$ cat src/logic/mcd_pkg.sv
// Package of the multiply / complement / OR datapath.
// Assumes a single 40 MHz clock domain; shared by the datapath and its shifter.
package mcd_pkg;

  // Operation select
  typedef enum logic [1:0] {
    MCD_OP_PRODUCT = 2'b00,
    MCD_OP_MOVE_INV = 2'b01,
    MCD_OP_OR = 2'b10,
    MCD_OP_BIT_CLEAR = 2'b11
  } mcd_op_e;

  // Shift kinds of the flexible operand
  typedef enum logic [1:0] {
    MCD_SH_LEFT = 2'b00,
    MCD_SH_LRIGHT = 2'b01,
    MCD_SH_ARIGHT = 2'b10,
    MCD_SH_ROTATE = 2'b11
  } mcd_shift_e;

  // Datapath sequencer states
  typedef enum logic [1:0] {
    MCD_ST_IDLE = 2'b00,
    MCD_ST_MUL = 2'b01,
    MCD_ST_DONE = 2'b10
  } mcd_state_e;

  // Condition codes
  localparam logic [3:0] MCD_COND_AL = 4'he;
  localparam logic [3:0] MCD_COND_NV = 4'hf;

  // Word width and program counter register number
  localparam int MCD_W = 32;
  localparam logic [3:0] MCD_PC_REG = 4'hf;

  // Program counter offsets for multiply operands
  localparam logic [31:0] MCD_PC_OFS_FIRST = 32'h0000000c;
  localparam logic [31:0] MCD_PC_OFS_SECOND = 32'h00000008;
  // Address field of the combined program counter / status word
  localparam logic [31:0] MCD_PC_ADDR_MASK = 32'h03fffffc;

  // Booth steps: each step retires two multiplier bits
  localparam logic [4:0] MCD_MUL_MAX_STEPS = 5'h10;
  localparam logic [4:0] MCD_MUL_SHORT_STEPS = 5'h08;

  // Immediate field layout
  localparam int MCD_IMM_LSB = 0;
  localparam int MCD_IMM_ROT_LSB = 8;

  // Reset values
  localparam logic [31:0] MCD_RESET_WORD = 32'h00000000;
  localparam logic [3:0] MCD_RESET_FLAGS = 4'h0;

endpackage

$ cat src/logic/mcd_shifter.sv
// Barrel shifter for the flexible operand: kind, count and carry-out.
// Assumes combinational use inside the datapath on the same clock.
`timescale 1ns/1ps
`default_nettype none
module mcd_shifter
  import mcd_pkg::*;
(
  input wire logic [31:0] value,
  input wire mcd_shift_e kind,
  input wire logic [7:0] amount,
  input wire logic imm_amount,
  input wire logic carry_in,
  output logic [31:0] result,
  output logic carry_out
);

  // Shift with carry; immediate count 0 encodes the special forms
  always_comb begin
    logic [64:0] wide;
    logic [5:0] n;
    wide = '0;
    n = 6'h00;
    result = value;
    carry_out = carry_in;
    if (imm_amount && amount == 8'h00) begin
      // Immediate zero: left is plain pass, right forms mean 32, rotate means extension
      case (kind)
        MCD_SH_LEFT: begin
          result = value;
        end
        MCD_SH_LRIGHT: begin
          result = 32'h00000000;
          carry_out = value[31];
        end
        MCD_SH_ARIGHT: begin
          result = {32{value[31]}};
          carry_out = value[31];
        end
        default: begin
          // Rotate through carry by one
          result = {carry_in, value[31:1]};
          carry_out = value[0];
        end
      endcase
    end else if (amount == 8'h00) begin
      // Register count of zero keeps value and carry
      result = value;
    end else begin
      case (kind)
        MCD_SH_LEFT: begin
          if (amount > 8'h20) begin
            result = 32'h00000000;
            carry_out = 1'b0;
          end else begin
            n = amount[5:0];
            wide = {33'h0, value} << n;
            result = wide[31:0];
            carry_out = wide[32];
          end
        end
        MCD_SH_LRIGHT: begin
          if (amount > 8'h20) begin
            result = 32'h00000000;
            carry_out = 1'b0;
          end else begin
            n = amount[5:0];
            wide = {value, 33'h0} >> n;
            result = wide[64:33];
            carry_out = wide[32];
          end
        end
        MCD_SH_ARIGHT: begin
          if (amount >= 8'h20) begin
            result = {32{value[31]}};
            carry_out = value[31];
          end else begin
            n = amount[5:0];
            wide = {{32{value[31]}}, value, 1'b0} >> n;
            result = wide[32:1];
            carry_out = wide[0];
          end
        end
        default: begin
          n = {1'b0, amount[4:0]};
          wide = {1'b0, value, value} >> n;
          result = wide[31:0];
          carry_out = wide[31];
        end
      endcase
    end
  end

endmodule
`default_nettype wire

$ cat src/logic/mcd_datapath.sv
// Execution datapath for product, move-inverted and bitwise-or operations.
// Assumes a decoder presents one operation with a start pulse and waits for done.
//
// The placing of the registers and the plain strobed port are this design's own decisions.
`timescale 1ns/1ps
`default_nettype none
module mcd_datapath
  import mcd_pkg::*;
(
  input wire logic clk,
  input wire logic rstn,
  input wire logic start,
  input wire mcd_op_e op,
  input wire logic [3:0] cond,
  input wire logic set_flags,
  input wire logic [3:0] dest_reg,
  input wire logic [3:0] first_operand_reg,
  input wire logic [3:0] second_operand_reg,
  input wire logic [31:0] first_operand,
  input wire logic [31:0] second_operand,
  input wire logic [31:0] base_operand,
  input wire logic [31:0] instr_pc,
  input wire logic [31:0] processor_status_word,
  input wire logic imm_form,
  input wire logic [11:0] imm_field,
  input wire mcd_shift_e shift_kind,
  input wire logic shift_by_reg,
  input wire logic [4:0] shift_imm,
  input wire logic [31:0] shift_count_reg,
  input wire logic [3:0] flags_in,
  output logic busy,
  output logic done,
  output logic write_en,
  output logic [3:0] write_reg,
  output logic [31:0] write_data,
  output logic flags_we,
  output logic [3:0] flags_out
);

  // All registered state of the datapath
  typedef struct packed {
    // Sequencer position
    mcd_state_e state;
    // Running low word of the product
    logic [31:0] acc;
    // Multiplicand, moved up two places per Booth step
    logic [31:0] mcand;
    // Multiplier with a sign bit on top and a guard zero below
    logic [33:0] mplier;
    // Booth steps still to run
    logic [4:0] steps;
    // Destination captured at the start of a product
    logic [3:0] dreg;
    // Flag-setting suffix captured at the start of a product
    logic sflag;
    // Flags at the start, source of the kept C and V
    logic [3:0] flags_base;
    // One-cycle end-of-operation pulse
    logic done;
    // One-cycle register write pulse
    logic wen;
    // Register number and value, held until the next write
    logic [3:0] wreg;
    logic [31:0] wdata;
    // One-cycle flag write pulse and the flags it carries
    logic fwe;
    logic [3:0] fout;
  } mcd_state_s;

  mcd_state_s cur_q;
  mcd_state_s nxt_d;

  // Flag bit order in flags_in/flags_out: {N, Z, C, V}
  // Condition field met by the current flags
  logic cond_pass;
  // Product operands after program counter substitution
  logic [31:0] mul_a;
  logic [31:0] mul_b;
  // Expanded immediate and the shifted register form
  logic [31:0] imm_word;
  logic [31:0] shifter_out;
  logic shifter_carry;
  // Result of the single-cycle operations
  logic [31:0] logic_res;
  // Booth partial product and the sum it leads to
  logic [31:0] booth_pp;
  logic [31:0] acc_next;

  always_comb begin
    logic n;
    logic z;
    logic c;
    logic v;
    {n, z, c, v} = flags_in;
    // Codes 0 to d are the usual tests, e always passes, f never does
    case (cond)
      4'h0: cond_pass = z;
      4'h1: cond_pass = !z;
      4'h2: cond_pass = c;
      4'h3: cond_pass = !c;
      4'h4: cond_pass = n;
      4'h5: cond_pass = !n;
      4'h6: cond_pass = v;
      4'h7: cond_pass = !v;
      4'h8: cond_pass = c && !z;
      4'h9: cond_pass = !c || z;
      4'ha: cond_pass = (n == v);
      4'hb: cond_pass = (n != v);
      4'hc: cond_pass = !z && (n == v);
      4'hd: cond_pass = z || (n != v);
      MCD_COND_AL: cond_pass = 1'b1;
      default: cond_pass = 1'b0;
    endcase
  end

  // The status bits ride above and below the address field of the counter
  // PC as first operand carries status, plus 12
  assign mul_a = (first_operand_reg == MCD_PC_REG) ?
    ((instr_pc + MCD_PC_OFS_FIRST) & MCD_PC_ADDR_MASK) |
    (processor_status_word & ~MCD_PC_ADDR_MASK) : first_operand;
  // PC as second operand masked, plus 8
  assign mul_b = (second_operand_reg == MCD_PC_REG) ?
    ((instr_pc + MCD_PC_OFS_SECOND) & MCD_PC_ADDR_MASK) : second_operand;

  // 8-bit immediate rotated right by twice the rotate field
  // The rotate field counts pairs, so the word turns by even amounts only
  always_comb begin
    logic [63:0] twice;
    logic [4:0] rot;
    rot = {imm_field[MCD_IMM_ROT_LSB +: 4], 1'b0};
    twice = {24'h0, imm_field[MCD_IMM_LSB +: 8], 24'h0, imm_field[MCD_IMM_LSB +: 8]} >> rot;
    imm_word = twice[31:0];
  end

  // register count taken from its low byte
  // Carry in is the current C flag, used by the extension form
  mcd_shifter u_shifter (
    .value(second_operand),
    .kind(shift_kind),
    .amount(shift_by_reg ? shift_count_reg[7:0] : {3'h0, shift_imm}),
    .imm_amount(!shift_by_reg),
    .carry_in(flags_in[1]),
    .result(shifter_out),
    .carry_out(shifter_carry)
  );

  // Logical results of the single-cycle operations
  always_comb begin
    logic [31:0] flex;
    flex = imm_form ? imm_word : shifter_out;
    case (op)
      MCD_OP_MOVE_INV: logic_res = 32'hffffffff ^ flex;
      MCD_OP_OR: logic_res = base_operand | flex;
      // Bit-clear shares the path; the default passes the operand through
      MCD_OP_BIT_CLEAR: logic_res = base_operand & ~flex;
      default: logic_res = flex;
    endcase
  end

  // radix-4 Booth digit from three multiplier bits
  // Digit from two fresh bits and the guard below them; values -2 to +2
  always_comb begin
    case (cur_q.mplier[2:0])
      3'b001, 3'b010: booth_pp = cur_q.mcand;
      3'b011: booth_pp = {cur_q.mcand[30:0], 1'b0};
      3'b100: booth_pp = -{cur_q.mcand[30:0], 1'b0};
      3'b101, 3'b110: booth_pp = -cur_q.mcand;
      default: booth_pp = 32'h00000000;
    endcase
  end
  // only the low 32 bits accumulate
  assign acc_next = cur_q.acc + booth_pp;

  // Next-state logic of the sequencer
  // Pulses default low; held outputs keep their last value
  always_comb begin
    logic n_flag;
    logic z_flag;
    nxt_d = cur_q;
    nxt_d.done = 1'b0;
    nxt_d.wen = 1'b0;
    nxt_d.fwe = 1'b0;
    n_flag = 1'b0;
    z_flag = 1'b0;
    case (cur_q.state)
      MCD_ST_IDLE: begin
        if (start) begin
          if (!cond_pass) begin
            nxt_d.done = 1'b1;
          end else if (op == MCD_OP_PRODUCT) begin
            // Operands are captured here, so the source may move on at once
            // two's complement, sign bit extends the multiplier
            nxt_d.state = MCD_ST_MUL;
            nxt_d.acc = 32'h00000000;
            nxt_d.mcand = mul_a;
            nxt_d.mplier = {mul_b[31], mul_b, 1'b0};
            // early exit when upper half clear
            nxt_d.steps = (mul_b[31:16] == 16'h0000) ? MCD_MUL_SHORT_STEPS :
              MCD_MUL_MAX_STEPS;
            nxt_d.dreg = dest_reg;
            nxt_d.sflag = set_flags;
            nxt_d.flags_base = flags_in;
          end else begin
            nxt_d.done = 1'b1;
            // PC target writes address only, status kept
            nxt_d.wen = 1'b1;
            nxt_d.wreg = dest_reg;
            nxt_d.wdata = (dest_reg == MCD_PC_REG) ?
              (logic_res & MCD_PC_ADDR_MASK) : logic_res;
            if (set_flags) begin
              // N, Z from result, C from shifter (kept for an immediate), V kept
              nxt_d.fwe = 1'b1;
              nxt_d.fout = {logic_res[31], logic_res == 32'h00000000,
                imm_form ? flags_in[1] : shifter_carry, flags_in[0]};
            end
          end
        end
      end
      MCD_ST_MUL: begin
        // two multiplier bits retired each clock
        // The multiplier shifts arithmetically so its sign feeds the last digit
        nxt_d.acc = acc_next;
        nxt_d.mcand = {cur_q.mcand[29:0], 2'b00};
        nxt_d.mplier = {{2{cur_q.mplier[33]}}, cur_q.mplier[33:2]};
        nxt_d.steps = cur_q.steps - 5'h01;
        if (cur_q.steps == 5'h01) begin
          nxt_d.state = MCD_ST_DONE;
        end
      end
      MCD_ST_DONE: begin
        // destination hazards still write and finish
        // destination never the PC, so no masking
        // destination distinct from first operand assumed
        // a short run still owes the digit that holds multiplier bit 15
        // after a full run that digit is zero, so both lengths take acc_next
        nxt_d.state = MCD_ST_IDLE;
        nxt_d.done = 1'b1;
        nxt_d.wen = 1'b1;
        nxt_d.wreg = cur_q.dreg;
        nxt_d.wdata = acc_next;
        n_flag = acc_next[31];
        z_flag = (acc_next == 32'h00000000);
        if (cur_q.sflag) begin
          // N, Z set, C left as is (undefined), V kept
          nxt_d.fwe = 1'b1;
          nxt_d.fout = {n_flag, z_flag, cur_q.flags_base[1:0]};
        end
      end
      default: begin
        nxt_d.state = MCD_ST_IDLE;
      end
    endcase
  end

  // State register
  // Only constants under reset; the whole state clears at once
  always_ff @(posedge clk or negedge rstn) begin
    if (!rstn) begin
      cur_q <= '{state: MCD_ST_IDLE, acc: MCD_RESET_WORD, mcand: MCD_RESET_WORD,
        mplier: 34'h0, steps: 5'h00, dreg: 4'h0, sflag: 1'b0,
        flags_base: MCD_RESET_FLAGS, done: 1'b0, wen: 1'b0, wreg: 4'h0,
        wdata: MCD_RESET_WORD, fwe: 1'b0, fout: MCD_RESET_FLAGS};
    end else begin
      cur_q <= nxt_d;
    end
  end

  // Outputs
  // Busy covers the Booth steps and the closing cycle of a product
  // Every other output comes straight from a flip-flop
  assign busy = (cur_q.state != MCD_ST_IDLE);
  assign done = cur_q.done;
  assign write_en = cur_q.wen;
  assign write_reg = cur_q.wreg;
  assign write_data = cur_q.wdata;
  assign flags_we = cur_q.fwe;
  assign flags_out = cur_q.fout;

endmodule
`default_nettype wire

$ cat config.mk
export PLATFORM = sky130hd
export DESIGN_NAME = mcd_datapath
export DESIGN_NICKNAME = d
export VERILOG_FILES = /design/src/logic/mcd_pkg.sv /design/src/logic/mcd_shifter.sv /design/src/logic/mcd_datapath.sv
export SDC_FILE = /design/constraint.sdc
export NUM_CORES = 1
export LEC_CHECK = 0
export BUFFER_PORTS_ARGS = -buffer_cell sky130_fd_sc_hd__clkbuf_2
export CAP_MARGIN = 5
export CORE_UTILIZATION = 45
export DETAILED_ROUTE_END_ITERATION = 7
export SYNTH_ARGS = -nofsm -noshare
export SYNTH_HDL_FRONTEND = slang
export SYNTH_SLANG_ARGS = --single-unit
$ cat constraint.sdc
create_clock -name clk -period 7.7 [get_ports clk]
set_input_delay 1.54 -clock clk [delete_from_list [all_inputs] [get_ports clk]]
set_output_delay 1.54 -clock clk [all_outputs]
set_load 0.02 [all_outputs]
**After elaboration in Yosys (flattened, before gate mapping)**

Index checks and enable logic that the tools add are counted.

- Register bits: 157
- Bits of input ports: 239
- Word-level logic and storage cells: 139

- Add/subtract/negate cells: 6
- Magnitude comparators: 2
- Eq/ne operators: 40
- Shift-type cells: 5
- Mux-type cells: 36
- Bitwise operators: 5
- Reductions and logical operators: 30

Operators by type and width:

| operator | number |
|---|---|
| $mux 32 | 9 |
| $pmux 32 s3 | 3 |
| $mux 114 | 2 |
| $pmux 103 s2 | 1 |
| $mux 157 | 1 |
| $pmux 32 s4 | 1 |
| $pmux 43 s2 | 1 |
| $shr 65x6->33 | 1 |
| $shr 65x6->65 | 1 |
| $logic_not 32->1 | 2 |
| $neg 32->32 | 2 |
| $shr 64x5->32 | 1 |
| $add 26x4->26 const B | 2 |
| $mux 43 | 1 |
| $mux 42 | 1 |
| $eq 4x4->1 const B | 10 |
| $shr 40x5->32 | 1 |
| $shl 32x6->33 | 1 |
| $add 32x32->32 | 1 |
| $and 32x32->32 | 1 |
| $not 32->32 | 1 |
| $or 26x32->32 | 1 |
| $or 32x32->32 | 1 |
| $eq 4x3->1 const B | 4 |
| other kinds (35) | 74 |

**Depth between registers and ports, before layout**

- Word-level depth: 16
- Gate-level depth with buffers: 24
- Depth with buffers taken out: 24

**Modules after synthesis**

From an unflattened synthesis, not the netlist that was laid out.

- Cell total of the unflattened synthesis: 2,715
- Area total of the unflattened synthesis: 20,061.7 µm²

By module, submodules not included:

| module | instances | cells an instance | area each (µm²) | sequential area each (µm²) |
|---|---|---|---|---|
| mcd_datapath | 1 | 1,822 | 13,929.6 | 3,878.7 |
| mcd_shifter | 1 | 893 | 6,132.1 | 0.0 |

**Least setup slack after synthesis**

Ideal clock, no wire load.

- Kind: flip-flop to flip-flop
- Start: register cur_q[93] (netlist bit)
- End: register cur_q (netlist bit flags_out[2])
- Arrival time: 5,076 ps
- Required time: 7,634 ps
- Path slack: 2,558 ps
- Stages on the path, launching flop included: 23
- Cells stage by stage: dfrtp_1 clkbuf_1 or3_1 or3_1 clkbuf_1 nor3_1 nor2b_1 xor2_1 a21oi_1 o211ai_1 ha_1 a21o_1 a21oi_1 o21bai_1 a2111oi_0 o31ai_1 xor2_1 or4b_2 nor4_1 nand4b_1 nor4_1 a41oi_1 nand2_1

- Cells in the longest elaborated chain, start to end: 6
- Elaborated cells between the ends (all ways): 7
- Those cells by class: add/sub: 3; mux: 3; reduce/logical: 1

Ends and longest elaborated chain:

| element | line | text |
|---|---|---|
| from (decl) | mcd_datapath.sv:70 | `mcd_state_s cur_q;` |
| from (signal assigned) | mcd_datapath.sv:259 | `cur_q <= '{state: MCD_ST_IDLE, acc: MCD_RESET_WORD, mcand: MCD_RESET_WORD,` |
| from (signal assigned) | mcd_datapath.sv:264 | `cur_q <= nxt_d;` |
| $neg 32->32, on equally long branches | mcd_datapath.sv:167, mcd_datapath.sv:166 |  |
| $pmux 32 s4 * | mcd_datapath.sv:163 | `case (cur_q.mplier[2:0])` |
| $add 32x32->32 * | mcd_datapath.sv:172 | `assign acc_next = cur_q.acc + booth_pp;` |
| $logic_not 32->1 * | mcd_datapath.sv:242 | `z_flag = (acc_next == 32'h00000000);` |
| $mux 5 * | mcd_datapath.sv:243 | `if (cur_q.sflag) begin` |
| $pmux 43 s2 * | mcd_datapath.sv:185 | `case (cur_q.state)` |

Every way passes the cells marked *; elsewhere a longest branch is shown, timed or not. The select of a mux whose other input is x is not followed.
A chain may end at the register's enable or synchronous reset.

**Worst setup path in the final report**

- Start: register cur_q[96] (netlist bit)
- End: register cur_q (netlist bit flags_out[2])

Same word-level chain as after synthesis.

==> impl_results.html <==
<table>
<tr><th>Metric</th><th>Value</th></tr>
<tr><th colspan="2">Run status</th></tr>
<tr><td>Result of the run</td><td>completed</td></tr>
<tr><th colspan="2">CTS</th></tr>
<tr><td>Postcts setup bufs</td><td>0</td></tr>
<tr><td>Clock edge transition at the registers on the reported setup and hold paths</td><td>70 ps</td></tr>
<tr><td>Clock Root Buffer</td><td>clkbuf_16</td></tr>
<tr><td># H-tree levels</td><td>4</td></tr>
<tr><td>Resized cells post-CTS</td><td>0</td></tr>
<tr><td>Number of sinks handled by clock tree synthesis</td><td>155</td></tr>
<tr><td>Clock buffer depth</td><td>2</td></tr>
<tr><td>CTS hold repair buffers</td><td>0</td></tr>
<tr><td>Clk_lat worst skew</td><td>480 ps</td></tr>
<tr><td>Clock tree from TritonCTS</td><td>yes</td></tr>
<tr><td>Number of clock buffers inserted by TritonCTS</td><td>17</td></tr>
<tr><th colspan="2">Logic synthesis</th></tr>
<tr><td>Yosys top cell area share</td><td>18.9%</td></tr>
<tr><td>Part of the Yosys area used for sequential elements</td><td>18.9%</td></tr>
<tr><td>Most used standard cells in the synthesized netlist</td><td>nand2_1 (308), a21oi_1 (234), nor2_1 (233), o21ai_0 (231), clkbuf_1 (213)</td></tr>
<tr><td>Cell with the most instances after synthesis</td><td>nand2_1</td></tr>
<tr><td>Biggest area contributors in the synthesized netlist</td><td>dfrtp_1 (19%), mux4_2 (7.7%), a21oi_1 (5.7%), nand2_1 (5.6%), o21ai_0 (5.6%)</td></tr>
<tr><td>Number of flops mapped to enable cells by yosys</td><td>0</td></tr>
<tr><td>Number of unique standard cell types used by synthesis</td><td>94</td></tr>
<tr><td>Yosys Warn Count</td><td>0</td></tr>
<tr><td>Flip-flop cell with the highest count after synthesis</td><td>dfrtp_1</td></tr>
<tr><td>Fraction of registers with async set or reset after synthesis</td><td>100%</td></tr>
<tr><td>Post-Synthesis Cell Area</td><td>0.0205 mm²</td></tr>
<tr><td>Flip-flop and latch count after synthesis</td><td>155</td></tr>
<tr><td>Synth Net Count</td><td>3006</td></tr>
<tr><td>Mean Syn Cell Area</td><td>7.52 µm²</td></tr>
<tr><td>Dominant cell type by area after synthesis</td><td>dfrtp_1</td></tr>
<tr><td>Cell count after synthesis</td><td>2725</td></tr>
<tr><th colspan="2">Timing</th></tr>
<tr><td>Setup Total Neg Slack</td><td>0 ps</td></tr>
<tr><td>Fin crit period</td><td>6450 ps</td></tr>
<tr><td>Hold Slack</td><td>470 ps</td></tr>
<tr><td>Worst-Margin Slew</td><td>1250 ps</td></tr>
<tr><td>Max-slew violation count</td><td>0</td></tr>
<tr><td>Slack of the critical path</td><td>1250 ps</td></tr>
<tr><td>FMAX</td><td>0.155 GHz</td></tr>
<tr><td>Number of failing setup endpoints in the final timing report</td><td>0</td></tr>
<tr><td>Setup repair after global routing missed its margin</td><td>no</td></tr>
<tr><td>Worst slew margin</td><td>15.6%</td></tr>
<tr><td>Final hold viol count</td><td>0</td></tr>
<tr><td>Fin crit share</td><td>83.8%</td></tr>
<tr><td>Setup clock skew after layout</td><td>9.78 ps</td></tr>
<tr><th colspan="2">Floorplan</th></tr>
<tr><td>Initial cell density of the core</td><td>45.9%</td></tr>
<tr><td>Top-Level Pins</td><td>283</td></tr>
<tr><td>Die Y-Extent</td><td>215 µm</td></tr>
<tr><td>Width of the die</td><td>215 µm</td></tr>
<tr><td>Number of cell rows</td><td>77</td></tr>
<tr><td>Die footprint</td><td>0.0464 mm²</td></tr>
<tr><td>Area of the placeable core</td><td>0.0446 mm²</td></tr>
<tr><th colspan="2">Route</th></tr>
<tr><td>Antenna-violating nets left</td><td>0</td></tr>
<tr><td>DRC errors left</td><td>0</td></tr>
<tr><td>First-pass DRT Iterations</td><td>8</td></tr>
<tr><td>Routed Wire Length</td><td>97.2 mm</td></tr>
<tr><td>WL per Instance</td><td>28.9 µm</td></tr>
<tr><td>DRC violation total after the first TritonRoute iteration</td><td>3320</td></tr>
<tr><td>Vias</td><td>23700</td></tr>
<tr><td>Drt via density</td><td>7.04</td></tr>
<tr><th colspan="2">Critical path</th></tr>
<tr><td>Worst reg2reg path depth</td><td>21</td></tr>
<tr><td>Launch instance of the worst register-to-register path</td><td>cur_q[96]</td></tr>
<tr><td>Maximum fanout count along the critical path</td><td>12</td></tr>
<tr><td>Data required, critical path</td><td>8110 ps</td></tr>
<tr><td>CP endpoint kind</td><td>flop</td></tr>
<tr><td>Critical path launch point type</td><td>flop</td></tr>
<tr><td>Reg2reg setup slack</td><td>1250 ps</td></tr>
<tr><td>Endpoint arrival time on the critical path</td><td>6860 ps</td></tr>
<tr><td>Type of the setup path with the least slack</td><td>reg -&gt; reg</td></tr>
<tr><td>Endpoint of the worst register-to-register path</td><td>flags_out[2]</td></tr>
<tr><th colspan="2">Global routing</th></tr>
<tr><td>Antenna violations before repair</td><td>2</td></tr>
<tr><td>Number of global-route vias before repair</td><td>21800</td></tr>
<tr><td>Total gr overflow</td><td>0</td></tr>
<tr><td>Maximum number of pins on one net before global-route repair</td><td>83</td></tr>
<tr><td>Total routing resource utilization after global routing</td><td>41.2%</td></tr>
<tr><td>Global-route wire length before repair</td><td>144 mm</td></tr>
<tr><th colspan="2">Layout</th></tr>
<tr><td>Ratio of cells with drive above 1 in the final layout</td><td>17.8%</td></tr>
<tr><td>Layout area overhead</td><td>9.30%</td></tr>
<tr><td>Flip-flop count of the largest register after layout</td><td>112</td></tr>
<tr><td>Number of standard cells in the final layout excluding fillers</td><td>3368</td></tr>
<tr><td>Biggest register</td><td>cur_q</td></tr>
<tr><td>Design area</td><td>0.0224 mm²</td></tr>
<tr><td>Footprint of the flip-flops and latches</td><td>0.00388 mm²</td></tr>
<tr><td>Filler Cells Inserted</td><td>4419</td></tr>
<tr><td>Area of the multi-input gates</td><td>0.0151 mm²</td></tr>
<tr><td>Layout Nets</td><td>3043</td></tr>
<tr><td>Final core occ</td><td>50.2%</td></tr>
<tr><th colspan="2">Power and ir drop</th></tr>
<tr><td>VDD IR-drop max</td><td>0.291 mV</td></tr>
<tr><td>Power per standard cell area</td><td>328 mW/mm²</td></tr>
<tr><td>Power, Total</td><td>7.35 mW</td></tr>
<tr><td>Reported leakage power</td><td>9.23 nW</td></tr>
<tr><th colspan="2">Min path</th></tr>
<tr><td>Count of cells along the worst hold path</td><td>2</td></tr>
<tr><td>WHS Endpoint</td><td>cur_q[59]</td></tr>
<tr><td>Worst hold path startpoint</td><td>cur_q[61]</td></tr>
<tr><td>Tightest Hold Check Type</td><td>reg -&gt; reg</td></tr>
<tr><th colspan="2">Place</th></tr>
<tr><td>Pre-CTS WS</td><td>1410 ps</td></tr>
<tr><td>Global placement routability congestion</td><td>1.06</td></tr>
<tr><td>I/O Buffers</td><td>226</td></tr>
<tr><td>Placed cell area</td><td>0.0218 mm²</td></tr>
<tr><td>Placed cell count</td><td>3335</td></tr>
<tr><td>Total half-perimeter wirelength after legalization and detailed placement</td><td>73.8 mm</td></tr>
<tr><th colspan="2">Job</th></tr>
<tr><td># Max-Cap Violations</td><td>0</td></tr>
</table>
==> cells by family (layout without fill, tap and decap cells) <==
family / count (synthesis) / count (layout) / synth area share, %
compound gates: 1007 / 1007 / 32.6
xor+xnor: 102 / 102 / 4.43
fa+ha+maj: 42 / 42 / 2.60
buf+inv: 368 / 418 / 7.85
flops: 155 / 155 / 18.9
mux: 203 / 203 / 14.4
other cells: 0 / 1 / 0
simple gates: 848 / 848 / 19.2
==> where the power goes <==
group / internal [mW] / switching (mW) / total, mW
clock: 0.455 / 0.396 / 0.851
combinational: 1.79 / 3.15 / 4.94
sequential: 1.17 / 0.384 / 1.55
==> area by class of cell <==
class	instances	area share, %
multi-input combinational	2202	67.3
sequential	155	17.3
antenna	1	0.0112
clock inverter	15	0.687
inverter	67	1.12
clock buffer	17	1.90
timing repair buffer	319	8.31
tap	592	3.31
==> worst max-delay path: stages, from the launching register on <==
cell,delay [ps]
dfrtp_1,540
or3_1,450
or4_4,470
nor3_2,190
nand3_2,130
or4b_1,730
or3_1,450
nand2_1,100
xnor2_1,140
a21oi_1,100
o221ai_1,230
ha_1,340
a21o_1,200
a21oi_1,290
o22ai_1,140
a211o_1,270
a21o_1,200
xnor2_1,200
inv_1,60
nor4_1,790
a41oi_1,230
nand2_1,120
==> layer usage <==
layer / wire length [µm] / part of all wire [%] / vias to the layer above / track usage [%]
li1: - / - / 10400 / -
met1: 39300 / 40 / 11500 / 56.5
met2: 41300 / 42 / 1586 / 59.8
met3: 10300 / 11 / 283 / 8.15
met4: 6330 / 6.5 / 0 / 24.0
met5: 0 / 0 / - / 0
==> cells in the final DEF, fill, tap and decap left out, types with 47 or more instances in the layout <==
| cell type | n |
|---|---|
| dfrtp_1 | 154 |
| o21ai_0 | 231 |
| xnor2_1 | 64 |
| inv_1 | 63 |
| buf_4 | 91 |
| nand3_1 | 60 |
| nor3_1 | 57 |
| clkbuf_2 | 225 |
| a31oi_1 | 50 |
| nor2_1 | 231 |
| mux4_2 | 70 |
| a21oi_1 | 233 |
| nand2_1 | 308 |
| mux2i_1 | 101 |
| o22ai_1 | 47 |
==> worst max path at each step <==
stage / start / endpoint / cells after the start
6_report: cur_q[96] / flags_out[2] / 21
3_3_place_gp: shift_by_reg / flags_out[2] / 14
3_5_place_dp: shift_by_reg / flags_out[2] / 14
2_1_floorplan: cur_q[93] / flags_out[2] / 22
4_1_cts: cur_q[96] / flags_out[2] / 21
5_1_grt: cur_q[96] / flags_out[2] / 21
(Power assumes the default switching activity.)
